[src/rtl/opp_pkg.sv]
// Constants and types shared by the programming port files
`default_nettype none
package opp_pkg;

  // ----------------------------------------------------------------
  // Timing
  // ----------------------------------------------------------------
  localparam int CLK_PERIOD_NS = 25;           // 40 MHz clock
  localparam int ENTRY_TIME_NS = 1000;         // Least time entry levels must hold
  localparam int ENTRY_CYCLES = (ENTRY_TIME_NS + CLK_PERIOD_NS - 1) / CLK_PERIOD_NS;
  localparam logic [5:0] ENTRY_CNT_MAX = 6'(ENTRY_CYCLES - 1);
  localparam logic [5:0] ENTRY_CNT_ZERO = 6'h00;
  localparam logic [5:0] ENTRY_CNT_ONE = 6'h01;

  // ----------------------------------------------------------------
  // Widths and layout
  // ----------------------------------------------------------------
  localparam int ADDR_W = 14;                  // Code memory address A13..A0
  localparam int HI_W = 6;                     // High address A13..A8
  localparam int DATA_W = 8;
  localparam int LOCK_W = 2;                   // Lock bits on D1,D0
  localparam int NUM_STB = 3;                  // Strobes watched for edges
  localparam int STB_ALE = 0;                  // High address latch strobe
  localparam int STB_WR = 1;                   // Program write strobe
  localparam int STB_RD = 2;                   // Program read strobe

  // ----------------------------------------------------------------
  // Reset values and read contents
  // ----------------------------------------------------------------
  localparam logic [LOCK_W-1:0] LOCK_RESET = 2'h3;    // Both bits unprogrammed
  localparam logic [HI_W-1:0] HI_RESET = 6'h00;
  localparam logic [ADDR_W-1:0] ADDR_RESET = 14'h0000;
  localparam logic [DATA_W-1:0] DATA_RESET = 8'h00;
  localparam logic [DATA_W-LOCK_W-1:0] LOCK_PAD = 6'h00;  // Upper lock read bits
  localparam logic [DATA_W-1:0] VER_ADDR0 = 8'hfc;
  localparam logic [DATA_W-1:0] VER_ADDR1 = 8'hfd;
  localparam logic [DATA_W-1:0] VER_ADDR2 = 8'hfe;
  localparam logic [DATA_W-1:0] VER_BYTE0 = 8'h5a;    // Value is arbitrary
  localparam logic [DATA_W-1:0] VER_BYTE1 = 8'h6b;    // Value is arbitrary
  localparam logic [DATA_W-1:0] VER_BYTE2 = 8'h7c;    // Value is arbitrary

  // ----------------------------------------------------------------
  // Types
  // ----------------------------------------------------------------
  typedef enum logic [1:0] {
    MODE_RSVD = 2'b00,
    MODE_VERSION = 2'b01,
    MODE_LOCK = 2'b10,
    MODE_MEM = 2'b11
  } opp_access_type;

  typedef enum logic [1:0] {
    ST_IDLE = 2'b00,
    ST_ENTRY = 2'b01,
    ST_ACTIVE = 2'b10
  } opp_state_type;

endpackage
`default_nettype wire

[src/rtl/opp_edge_det.sv]
// Rise and fall detector for a group of synchronous strobes
`timescale 1ns/10ps
`default_nettype none
module opp_edge_det #(
  parameter int N = 3
) (
  // Clock and reset
  input wire logic clk,
  input wire logic nrst,
  // Watched levels
  input wire logic [N-1:0] sig,
  // One-cycle edge pulses
  output logic [N-1:0] rise,
  output logic [N-1:0] fall
);

  // ----------------------------------------------------------------
  // Previous level
  // ----------------------------------------------------------------
  logic [N-1:0] prev_q; // Level seen at the last edge
  logic [N-1:0] prev_d;

  // Next value is the current level
  always_comb begin
    prev_d = sig;
  end

  // Reset to the present level, so no false edge follows reset whatever the idle level
  always_ff @(posedge clk) begin
    if (!nrst) begin
      prev_q <= sig;
    end else begin
      prev_q <= prev_d;
    end
  end

  // Per-bit edge decode
  for (genvar i = 0; i < N; i++) begin : g_bit
    assign rise[i] = sig[i] & ~prev_q[i];
    assign fall[i] = ~sig[i] & prev_q[i];
  end

endmodule
`default_nettype wire

[src/rtl/opp_port.sv]
// Device-side programming port of the one-time-programmable code memory
`timescale 1ns/10ps
`default_nettype none
module opp_port (
  // Clock and reset
  input wire logic CLK,
  input wire logic NRST,
  // Mode entry pins
  input wire logic RESET_PIN,
  input wire logic CODE_FETCH_STROBE_PIN,
  input wire logic PROGRAMMING_VOLTAGE_PIN,
  input wire logic PROGRAMMING_VOLTAGE_HIGH,
  // Access control pins
  input wire logic ACCESS_SELECT_LOW,
  input wire logic ACCESS_SELECT_HIGH,
  input wire logic HIGH_ADDRESS_LATCH_STROBE,
  input wire logic PROGRAM_WRITE_STROBE_N,
  input wire logic PROGRAM_READ_STROBE_N,
  // Address and data pins
  input wire logic [opp_pkg::DATA_W-1:0] ADDRESS_BUS_PORT,
  input wire logic [opp_pkg::DATA_W-1:0] DATA_BUS_PORT_IN,
  output logic [opp_pkg::DATA_W-1:0] DATA_BUS_PORT_OUT,
  output logic DATA_BUS_PORT_OE,
  // Code memory array
  output logic [opp_pkg::ADDR_W-1:0] MEM_ADDR,
  output logic [opp_pkg::DATA_W-1:0] MEM_WDATA,
  output logic MEM_WRITE,
  input wire logic [opp_pkg::DATA_W-1:0] MEM_RDATA,
  // Status
  output logic PROGRAM_WRITE_STROBE_MODE_ACTIVE,
  output logic [opp_pkg::LOCK_W-1:0] LOCK_BITS
);

  // ----------------------------------------------------------------
  // Strobe edges
  // ----------------------------------------------------------------
  logic [opp_pkg::NUM_STB-1:0] stb_lvl; // Strobe levels
  logic [opp_pkg::NUM_STB-1:0] stb_rise; // Rising edges
  logic [opp_pkg::NUM_STB-1:0] stb_fall; // Falling edges

  assign stb_lvl[opp_pkg::STB_ALE] = HIGH_ADDRESS_LATCH_STROBE;
  assign stb_lvl[opp_pkg::STB_WR] = PROGRAM_WRITE_STROBE_N;
  assign stb_lvl[opp_pkg::STB_RD] = PROGRAM_READ_STROBE_N;

  opp_edge_det #(.N(opp_pkg::NUM_STB)) u_edge (
    .clk(CLK),
    .nrst(NRST),
    .sig(stb_lvl),
    .rise(stb_rise),
    .fall(stb_fall)
  );

  // ----------------------------------------------------------------
  // Mode entry state machine
  // ----------------------------------------------------------------
  opp_pkg::opp_state_type state_q; // Programming mode state
  opp_pkg::opp_state_type state_d;
  logic [5:0] cnt_q; // Cycles the entry levels have held
  logic [5:0] cnt_d;
  logic entry_ok; // All entry levels present
  logic active; // Accesses allowed

  // Reset high, fetch strobe low, write strobe low, voltage pin low
  assign entry_ok = RESET_PIN & ~CODE_FETCH_STROBE_PIN & ~PROGRAM_WRITE_STROBE_N &
                    ~PROGRAMMING_VOLTAGE_PIN & ~PROGRAMMING_VOLTAGE_HIGH;
  assign active = (state_q == opp_pkg::ST_ACTIVE);

  // Next state; a glitch in the entry levels restarts the count
  always_comb begin
    state_d = state_q;
    cnt_d = cnt_q;
    case (state_q)
      opp_pkg::ST_IDLE: begin
        cnt_d = opp_pkg::ENTRY_CNT_ZERO;
        if (entry_ok) begin
          state_d = opp_pkg::ST_ENTRY;
        end
      end
      opp_pkg::ST_ENTRY: begin
        if (!entry_ok) begin
          state_d = opp_pkg::ST_IDLE; // Broken entry, start over
        end else if (cnt_q == opp_pkg::ENTRY_CNT_MAX) begin
          state_d = opp_pkg::ST_ACTIVE;
        end else begin
          cnt_d = cnt_q + opp_pkg::ENTRY_CNT_ONE;
        end
      end
      opp_pkg::ST_ACTIVE: begin
        // Leaving reset or raising the fetch strobe ends the mode
        if (!RESET_PIN || CODE_FETCH_STROBE_PIN) begin
          state_d = opp_pkg::ST_IDLE;
        end
      end
      default: begin
        state_d = opp_pkg::ST_IDLE;
      end
    endcase
  end

  // State registers
  always_ff @(posedge CLK) begin
    if (!NRST) begin
      state_q <= opp_pkg::ST_IDLE;
      cnt_q <= opp_pkg::ENTRY_CNT_ZERO;
    end else begin
      state_q <= state_d;
      cnt_q <= cnt_d;
    end
  end

  // ----------------------------------------------------------------
  // Address and access mode latches
  // ----------------------------------------------------------------
  opp_pkg::opp_access_type mode_q; // Selected access mode
  opp_pkg::opp_access_type mode_d;
  logic [opp_pkg::HI_W-1:0] hi_q; // Latched A13..A8
  logic [opp_pkg::HI_W-1:0] hi_d;
  logic [opp_pkg::ADDR_W-1:0] addr_q; // Address to the array
  logic [opp_pkg::ADDR_W-1:0] addr_d;

  // Mode taken at latch strobe rise, high address at its fall
  always_comb begin
    mode_d = mode_q;
    hi_d = hi_q;
    addr_d = {hi_q, ADDRESS_BUS_PORT};
    if (!active) begin
      mode_d = opp_pkg::MODE_RSVD; // Safe code until a select is latched
    end else begin
      if (stb_rise[opp_pkg::STB_ALE]) begin
        mode_d = opp_pkg::opp_access_type'({ACCESS_SELECT_HIGH, ACCESS_SELECT_LOW});
      end
      if (stb_fall[opp_pkg::STB_ALE]) begin
        hi_d = ADDRESS_BUS_PORT[opp_pkg::HI_W-1:0];
      end
    end
  end

  // Latch registers
  always_ff @(posedge CLK) begin
    if (!NRST) begin
      mode_q <= opp_pkg::MODE_RSVD;
      hi_q <= opp_pkg::HI_RESET;
      addr_q <= opp_pkg::ADDR_RESET;
    end else begin
      mode_q <= mode_d;
      hi_q <= hi_d;
      addr_q <= addr_d;
    end
  end

  // ----------------------------------------------------------------
  // Write path
  // ----------------------------------------------------------------
  logic wr_fire; // Qualified write strobe edge
  logic we_q; // Array write pulse
  logic we_d;
  logic [opp_pkg::DATA_W-1:0] wdata_q; // Byte to program
  logic [opp_pkg::DATA_W-1:0] wdata_d;
  logic [opp_pkg::LOCK_W-1:0] lock_q; // Lock bits, one means unprogrammed
  logic [opp_pkg::LOCK_W-1:0] lock_d;

  // Writes need the strobe edge, read strobe idle and the high voltage
  assign wr_fire = active & stb_fall[opp_pkg::STB_WR] & PROGRAM_READ_STROBE_N &
                   PROGRAMMING_VOLTAGE_HIGH;

  // Program cells only go from one to zero, so lock bits AND in
  always_comb begin
    we_d = 1'b0;
    wdata_d = wdata_q;
    lock_d = lock_q;
    if (wr_fire) begin
      case (mode_q)
        opp_pkg::MODE_MEM: begin
          we_d = 1'b1;
          wdata_d = DATA_BUS_PORT_IN;
        end
        opp_pkg::MODE_LOCK: begin
          lock_d = lock_q & DATA_BUS_PORT_IN[opp_pkg::LOCK_W-1:0];
        end
        default: begin
          // Version and reserved codes change nothing
          we_d = 1'b0;
        end
      endcase
    end
  end

  // Write registers
  always_ff @(posedge CLK) begin
    if (!NRST) begin
      we_q <= 1'b0;
      wdata_q <= opp_pkg::DATA_RESET;
      lock_q <= opp_pkg::LOCK_RESET;
    end else begin
      we_q <= we_d;
      wdata_q <= wdata_d;
      lock_q <= lock_d;
    end
  end

  // ----------------------------------------------------------------
  // Read path
  // ----------------------------------------------------------------
  logic rd_on; // Device owns port 0
  logic [opp_pkg::DATA_W-1:0] rd_q; // Byte shown on port 0
  logic [opp_pkg::DATA_W-1:0] rd_d;
  logic [opp_pkg::DATA_W-1:0] ver_byte; // Version byte for the address

  // Only the read strobe hands port 0 to the device
  assign rd_on = active & ~PROGRAM_READ_STROBE_N & PROGRAM_WRITE_STROBE_N &
                 (mode_q != opp_pkg::MODE_RSVD);

  // Unknown version addresses read as zero
  always_comb begin
    case (addr_q[opp_pkg::DATA_W-1:0])
      opp_pkg::VER_ADDR0: ver_byte = opp_pkg::VER_BYTE0;
      opp_pkg::VER_ADDR1: ver_byte = opp_pkg::VER_BYTE1;
      opp_pkg::VER_ADDR2: ver_byte = opp_pkg::VER_BYTE2;
      default: ver_byte = opp_pkg::DATA_RESET;
    endcase
  end

  // Prefetch while the read strobe is high, freeze while it is low,
  // so the byte is steady for the whole pulse
  always_comb begin
    rd_d = rd_q;
    if (PROGRAM_READ_STROBE_N) begin
      case (mode_q)
        opp_pkg::MODE_MEM: rd_d = MEM_RDATA;
        opp_pkg::MODE_LOCK: rd_d = {opp_pkg::LOCK_PAD, lock_q};
        opp_pkg::MODE_VERSION: rd_d = ver_byte;
        default: rd_d = opp_pkg::DATA_RESET;
      endcase
    end
  end

  // Read data register
  always_ff @(posedge CLK) begin
    if (!NRST) begin
      rd_q <= opp_pkg::DATA_RESET;
    end else begin
      rd_q <= rd_d;
    end
  end

  // ----------------------------------------------------------------
  // Outputs
  // ----------------------------------------------------------------
  assign DATA_BUS_PORT_OUT = rd_q;
  assign DATA_BUS_PORT_OE = rd_on;
  assign MEM_ADDR = addr_q;
  assign MEM_WDATA = wdata_q;
  assign MEM_WRITE = we_q;
  assign PROGRAM_WRITE_STROBE_MODE_ACTIVE = active;
  assign LOCK_BITS = lock_q;

  // ----------------------------------------------------------------
  // Assertions
  // ----------------------------------------------------------------
  AST_OE_READ_ONLY: assert property (@(posedge CLK) disable iff (!NRST)
    DATA_BUS_PORT_OE |-> active && !PROGRAM_READ_STROBE_N && mode_q != opp_pkg::MODE_RSVD)
    else $error("Port 0 driven outside a read");
  AST_NO_ACCESS_BEFORE_ENTRY: assert property (@(posedge CLK) disable iff (!NRST)
    !active |-> !DATA_BUS_PORT_OE ##1 !MEM_WRITE)
    else $error("Access outside programming mode");
  AST_ENTRY_LENGTH: assert property (@(posedge CLK) disable iff (!NRST)
    $rose(active) |-> $past(state_q) == opp_pkg::ST_ENTRY && $past(cnt_q) == opp_pkg::ENTRY_CNT_MAX)
    else $error("Mode entered without full entry time");
  AST_WRITE_CAUSE: assert property (@(posedge CLK) disable iff (!NRST)
    MEM_WRITE |-> $past(wr_fire) && $past(mode_q) == opp_pkg::MODE_MEM && MEM_WDATA == $past(DATA_BUS_PORT_IN))
    else $error("Array write without a memory write strobe");
  AST_WRITE_PULSE: assert property (@(posedge CLK) disable iff (!NRST)
    MEM_WRITE |=> !MEM_WRITE)
    else $error("Array write longer than one cycle");
  AST_RSVD_IGNORED: assert property (@(posedge CLK) disable iff (!NRST)
    stb_fall[opp_pkg::STB_WR] && mode_q == opp_pkg::MODE_RSVD |=> !MEM_WRITE && $stable(lock_q))
    else $error("Reserved code modified storage");
  AST_LOCK_ONLY_CLEARS: assert property (@(posedge CLK) disable iff (!NRST)
    (lock_q & ~$past(lock_q)) == 2'h0)
    else $error("Lock bit returned to unprogrammed");
  AST_LOCK_READ: assert property (@(posedge CLK) disable iff (!NRST)
    active && PROGRAM_READ_STROBE_N && mode_q == opp_pkg::MODE_LOCK |=> DATA_BUS_PORT_OUT == {6'h00, $past(lock_q)})
    else $error("Lock read shows wrong bits");
  AST_READ_STEADY: assert property (@(posedge CLK) disable iff (!NRST)
    DATA_BUS_PORT_OE && $past(DATA_BUS_PORT_OE) |-> $stable(DATA_BUS_PORT_OUT))
    else $error("Read data moved during strobe");
  AST_HIGH_ADDR: assert property (@(posedge CLK) disable iff (!NRST)
    active && stb_fall[opp_pkg::STB_ALE] ##1 active |=> MEM_ADDR[13:8] == $past(ADDRESS_BUS_PORT[5:0], 2))
    else $error("High address not latched");
  AST_EXIT: assert property (@(posedge CLK) disable iff (!NRST)
    active && !RESET_PIN |=> state_q == opp_pkg::ST_IDLE)
    else $error("Mode kept after reset pin dropped");

  COV_ENTRY: cover property (@(posedge CLK) disable iff (!NRST) $rose(active));
  COV_MEM_WRITE: cover property (@(posedge CLK) disable iff (!NRST) MEM_WRITE);
  COV_LOCK_WRITE: cover property (@(posedge CLK) disable iff (!NRST) wr_fire && mode_q == opp_pkg::MODE_LOCK);
  COV_VER_READ: cover property (@(posedge CLK) disable iff (!NRST)
    DATA_BUS_PORT_OE && mode_q == opp_pkg::MODE_VERSION);

endmodule
`default_nettype wire

[config.mk]
export PLATFORM = sky130hd
export DESIGN_NAME = opp_port
export DESIGN_NICKNAME = d
export VERILOG_FILES = /design/src/rtl/opp_pkg.sv /design/src/rtl/opp_edge_det.sv /design/src/rtl/opp_port.sv
export SDC_FILE = /design/constraint.sdc
export NUM_CORES = 1
export LEC_CHECK = 0
export BUFFER_PORTS_ARGS = -buffer_cell sky130_fd_sc_hd__buf_2
export CAP_MARGIN = 20
export CELL_PAD_IN_SITES_DETAIL_PLACEMENT = 1
export CELL_PAD_IN_SITES_GLOBAL_PLACEMENT = 2
export CORE_ASPECT_RATIO = 0.9
export CORE_UTILIZATION = 29
export DETAILED_ROUTE_END_ITERATION = 8
export PLACE_DENSITY_LB_ADDON = 0.1
export REMOVE_ABC_BUFFERS = 1
export SLEW_MARGIN = 0
export SYNTH_ARGS = -nofsm -noshare
export SYNTH_HDL_FRONTEND = slang
export SYNTH_SLANG_ARGS = --single-unit
[constraint.sdc]
create_clock -name CLK -period 1.9 [get_ports CLK]
set_clock_uncertainty 0.05 [all_clocks]
set_input_delay 0.19 -clock CLK [delete_from_list [all_inputs] [get_ports CLK]]
set_output_delay 0.19 -clock CLK [all_outputs]
set_load 0.005 [all_outputs]
==> results.yml <==
run_status:
  status: "complete, no violations"
pwr:
  power_frac_clock: 0.358
  power_per_cell_area_nw_per_um2: 717
  ir_drop_v: 0.000364
  netSwitchingPower_w: 0.000463
  p_leak_nw: 1.06
  swShare: 0.246
  combPwrFrac: 0.060
  intPower_w: 0.00142
  p_seq_frac: 0.582
place:
  portBuffers: 69
  gp_congestion: 0.716
  dp.cells: 365
  dpl_cell_area_um2: 2510
  hpwl_mm: 3.84
final_layout:
  nets: 320
  drive_gt1_frac: 0.330
  diodes: 0
  nFillCells: 794
  syn_to_final_growth_pct: 30.9
  seq_area_um2: 1020
  post-route-util: 0.397
  final_area_um2: 2630
  stdcell_count: 375
  multi_input_area_um2: 943
global_routing:
  grt_pass1_vias: 1680
  grt_max_degree: 27
  grt_usage: 0.152
  grt_pass1_wl_mm: 8.31
  antenna_found_initial: 0
  grt.overflow.total: 0
cts:
  root_buffer: "clkbuf_8"
  insertion_delay_ns: 0.31
  cts_max_level: 2
  cts_setup_buffers: 0
  clk_path_buf_depth: 2
  cts_tree: "done"
  cts-buffers-inserted: 5
  clock_sinks: 51
  cts.clk_slew.worst_paths_ns: 0.11
yosys:
  yosysWarnings: 0
  avgSynthCellArea_um2: 9.78
  ys_ff_latch: 51
  syn_inst: 205
  seq_area_frac_synth: 0.509
  synth_cell_type_count: 41
  synth_area_um2: 2010
sta:
  period_share: 0.883
  slew-limit-headroom: 0.659
  rsz0062_at_grt: "no"
  fmax_ghz: 0.596
  min_period_ns: 1.68
  finalHoldViolCount: 0
  tightest_slew_ns: 0.506
  setup_viol: 0
  drv_slew: 0
detailed_routing:
  viasPerCell: 4.67
  drtPass1Iterations: 4
  drc: 0
  dr.first_iter.drc_count: 43
  vias: 1752
  avgRoutedWirePerCell_um: 13.8
  postRouteWirelength_mm: 5.19
  antenna_left: 0
setup_path:
  end_kind: "primary output"
  critPathTopFamily: "simple AND/OR/NAND/NOR gates"
  crit_arrival_ns: 1.44
  cp_cell_sequence: "nand2b_1 -> nor4b_1 -> buf_2"
  crit_type: "reg -> out"
  critical_path_buf_inv_count: 1
  cp_max_fo: 5
  rrSetupSlack_ns: 0.25
  critPathRequiredTime_ns: 1.66
  critPathSlowestCell: "nor4b_1"
  max_stage_delay_ns: 0.36
  critPathLaunchType: "flop"
die:
  start_util: 0.303
  die_y_um: 80.9
  io_pins: 70
  rows: 28
  core_area_um2: 6620
  die_area_um2: 7250
  die_w_um: 89.7
worst_hold_path:
  hold_path_class: "in -> reg"
flow_run:
  cap_violations: 0
-- registers in the layout, summed over array words and instances (netlist names) --
signal,count
MEM_WRITE,1
mode_q,2
cnt_q,6
u_edge.prev_q,2
hi_q,6
LOCK_BITS,2
DATA_BUS_PORT_OUT,8
MEM_ADDR,14
state_q,2
MEM_WDATA,8
-- cells in the mapped netlist (all sizes together) --
cell | count | area share
inv | 3 | 0.0056
nand2 | 17 | 0.032
a31oi | 1 | 0.0031
nor2b | 15 | 0.047
o21a | 2 | 0.011
o22ai | 1 | 0.0031
or4 | 4 | 0.015
o211ai | 2 | 0.0075
nor4b | 1 | 0.0044
a311oi | 1 | 0.0044
a32oi | 2 | 0.0087
nand3b | 1 | 0.0037
nor3 | 4 | 0.010
nand2b | 3 | 0.0094
o31ai | 2 | 0.0075
and3 | 1 | 0.0031
xor2 | 1 | 0.0044
and4b | 1 | 0.0050
ha | 1 | 0.0062
a211oi | 1 | 0.0037
o21ba | 1 | 0.0050
o21ai | 11 | 0.027
a21boi | 3 | 0.011
nand4 | 2 | 0.0062
or4b | 1 | 0.0069
or3b | 1 | 0.0044
nor4bb | 1 | 0.0050
buf | 2 | 0.0044
mux2i | 18 | 0.090
and2 | 16 | 0.050
nor2 | 9 | 0.017
clkbuf | 7 | 0.013
nor3b | 2 | 0.010
nand3 | 5 | 0.012
a32o | 1 | 0.0050
nand4b | 2 | 0.0087
dfxtp | 51 | 0.51
a21oi | 8 | 0.020
-- cell usage in the layout, fill, tap and decap left out, drive strengths merged, types with 8 or more instances in the layout --
master | synthesis | final
a21oi | 8 | 8
and2 | 16 | 16
buf | 2 | 79
dfxtp | 51 | 51
mux2i | 18 | 18
nand2 | 17 | 17
nor2 | 9 | 9
nor2b | 15 | 15
o21ai | 11 | 11
-- path summary, 6_finish.rpt --
check                                           from                    to  cells past startpoint
worst max-delay path                      state_q[0]      DATA_BUS_PORT_OE                      3
worst min-delay path             ADDRESS_BUS_PORT[6]           MEM_ADDR[6]                      2
worst max register to register              cnt_q[2]              cnt_q[5]                      4
worst min register to register  DATA_BUS_PORT_OUT[1]  DATA_BUS_PORT_OUT[1]                      2
-- logic make-up (layout without fill, tap and decap cells) --
family | count (synthesis) | after routing | synth area share
compound gates | 36 | 36 | 0.118
xor+xnor | 1 | 1 | 0.00437
fa+ha+maj | 1 | 1 | 0.00624
buf+inv | 12 | 92 | 0.0231
flops | 51 | 51 | 0.509
mux | 18 | 18 | 0.0898
simple gates | 86 | 86 | 0.250
-- repair_timing --
action,4_1_cts,5_1_grt
hold buffers,2,0
setup endpoints to repair,0,1
resized for setup,0,1
hold endpoints to repair,2,0
-- worst register-to-register path, cell delays in order (launching register included) --
cell and delay (ns):
dfxtp_1 0.41, or3b_2 0.47, o21ai_0 0.37, or4_1 0.17, a21oi_1 0.06
-- stage by stage --
stage                     hold slack [ns]  power [W]  worst slack [ns]  TNS [ns]
after CTS                          0.0260    0.00192             0.151         0
after global routing               0.0136    0.00198            0.0683         0
after detailed placement            0.280    0.00123            0.0484         0
after global placement              0.280    0.00123            0.0541         0
final                              0.0356    0.00188             0.223         0
after floorplan                     0.168    0.00115           -0.0639    -0.511
-- cell type report --
type                            instances  area share
Clock buffer                            5      0.0262
Timing Repair Buffer                   81       0.168
Clock inverter                          3      0.0105
Inverter                                3     0.00429
Multi-Input combinational cell        142       0.359
Sequential cell                        51       0.389
Tap cell                               90      0.0429
-- layer usage --
layer  up-vias  wire [um]  track usage
met5         -          0            0
met3         5        331       0.0447
met1       824       2520        0.205
met2        47       2290        0.232
li1        876          -            -
met4         0         52       0.0476
-- power groups by stage --
stage               Clock, W  Sequential [W]  Combinational [W]
floorplan                  0         0.00112          0.0000269
global placement           0         0.00112           0.000109
detailed placement         0         0.00112           0.000111
CTS                 0.000709         0.00110           0.000115
global route        0.000755         0.00110           0.000127
finish              0.000674         0.00110           0.000113
No activity file was read; power rests on OpenSTA's default activity.
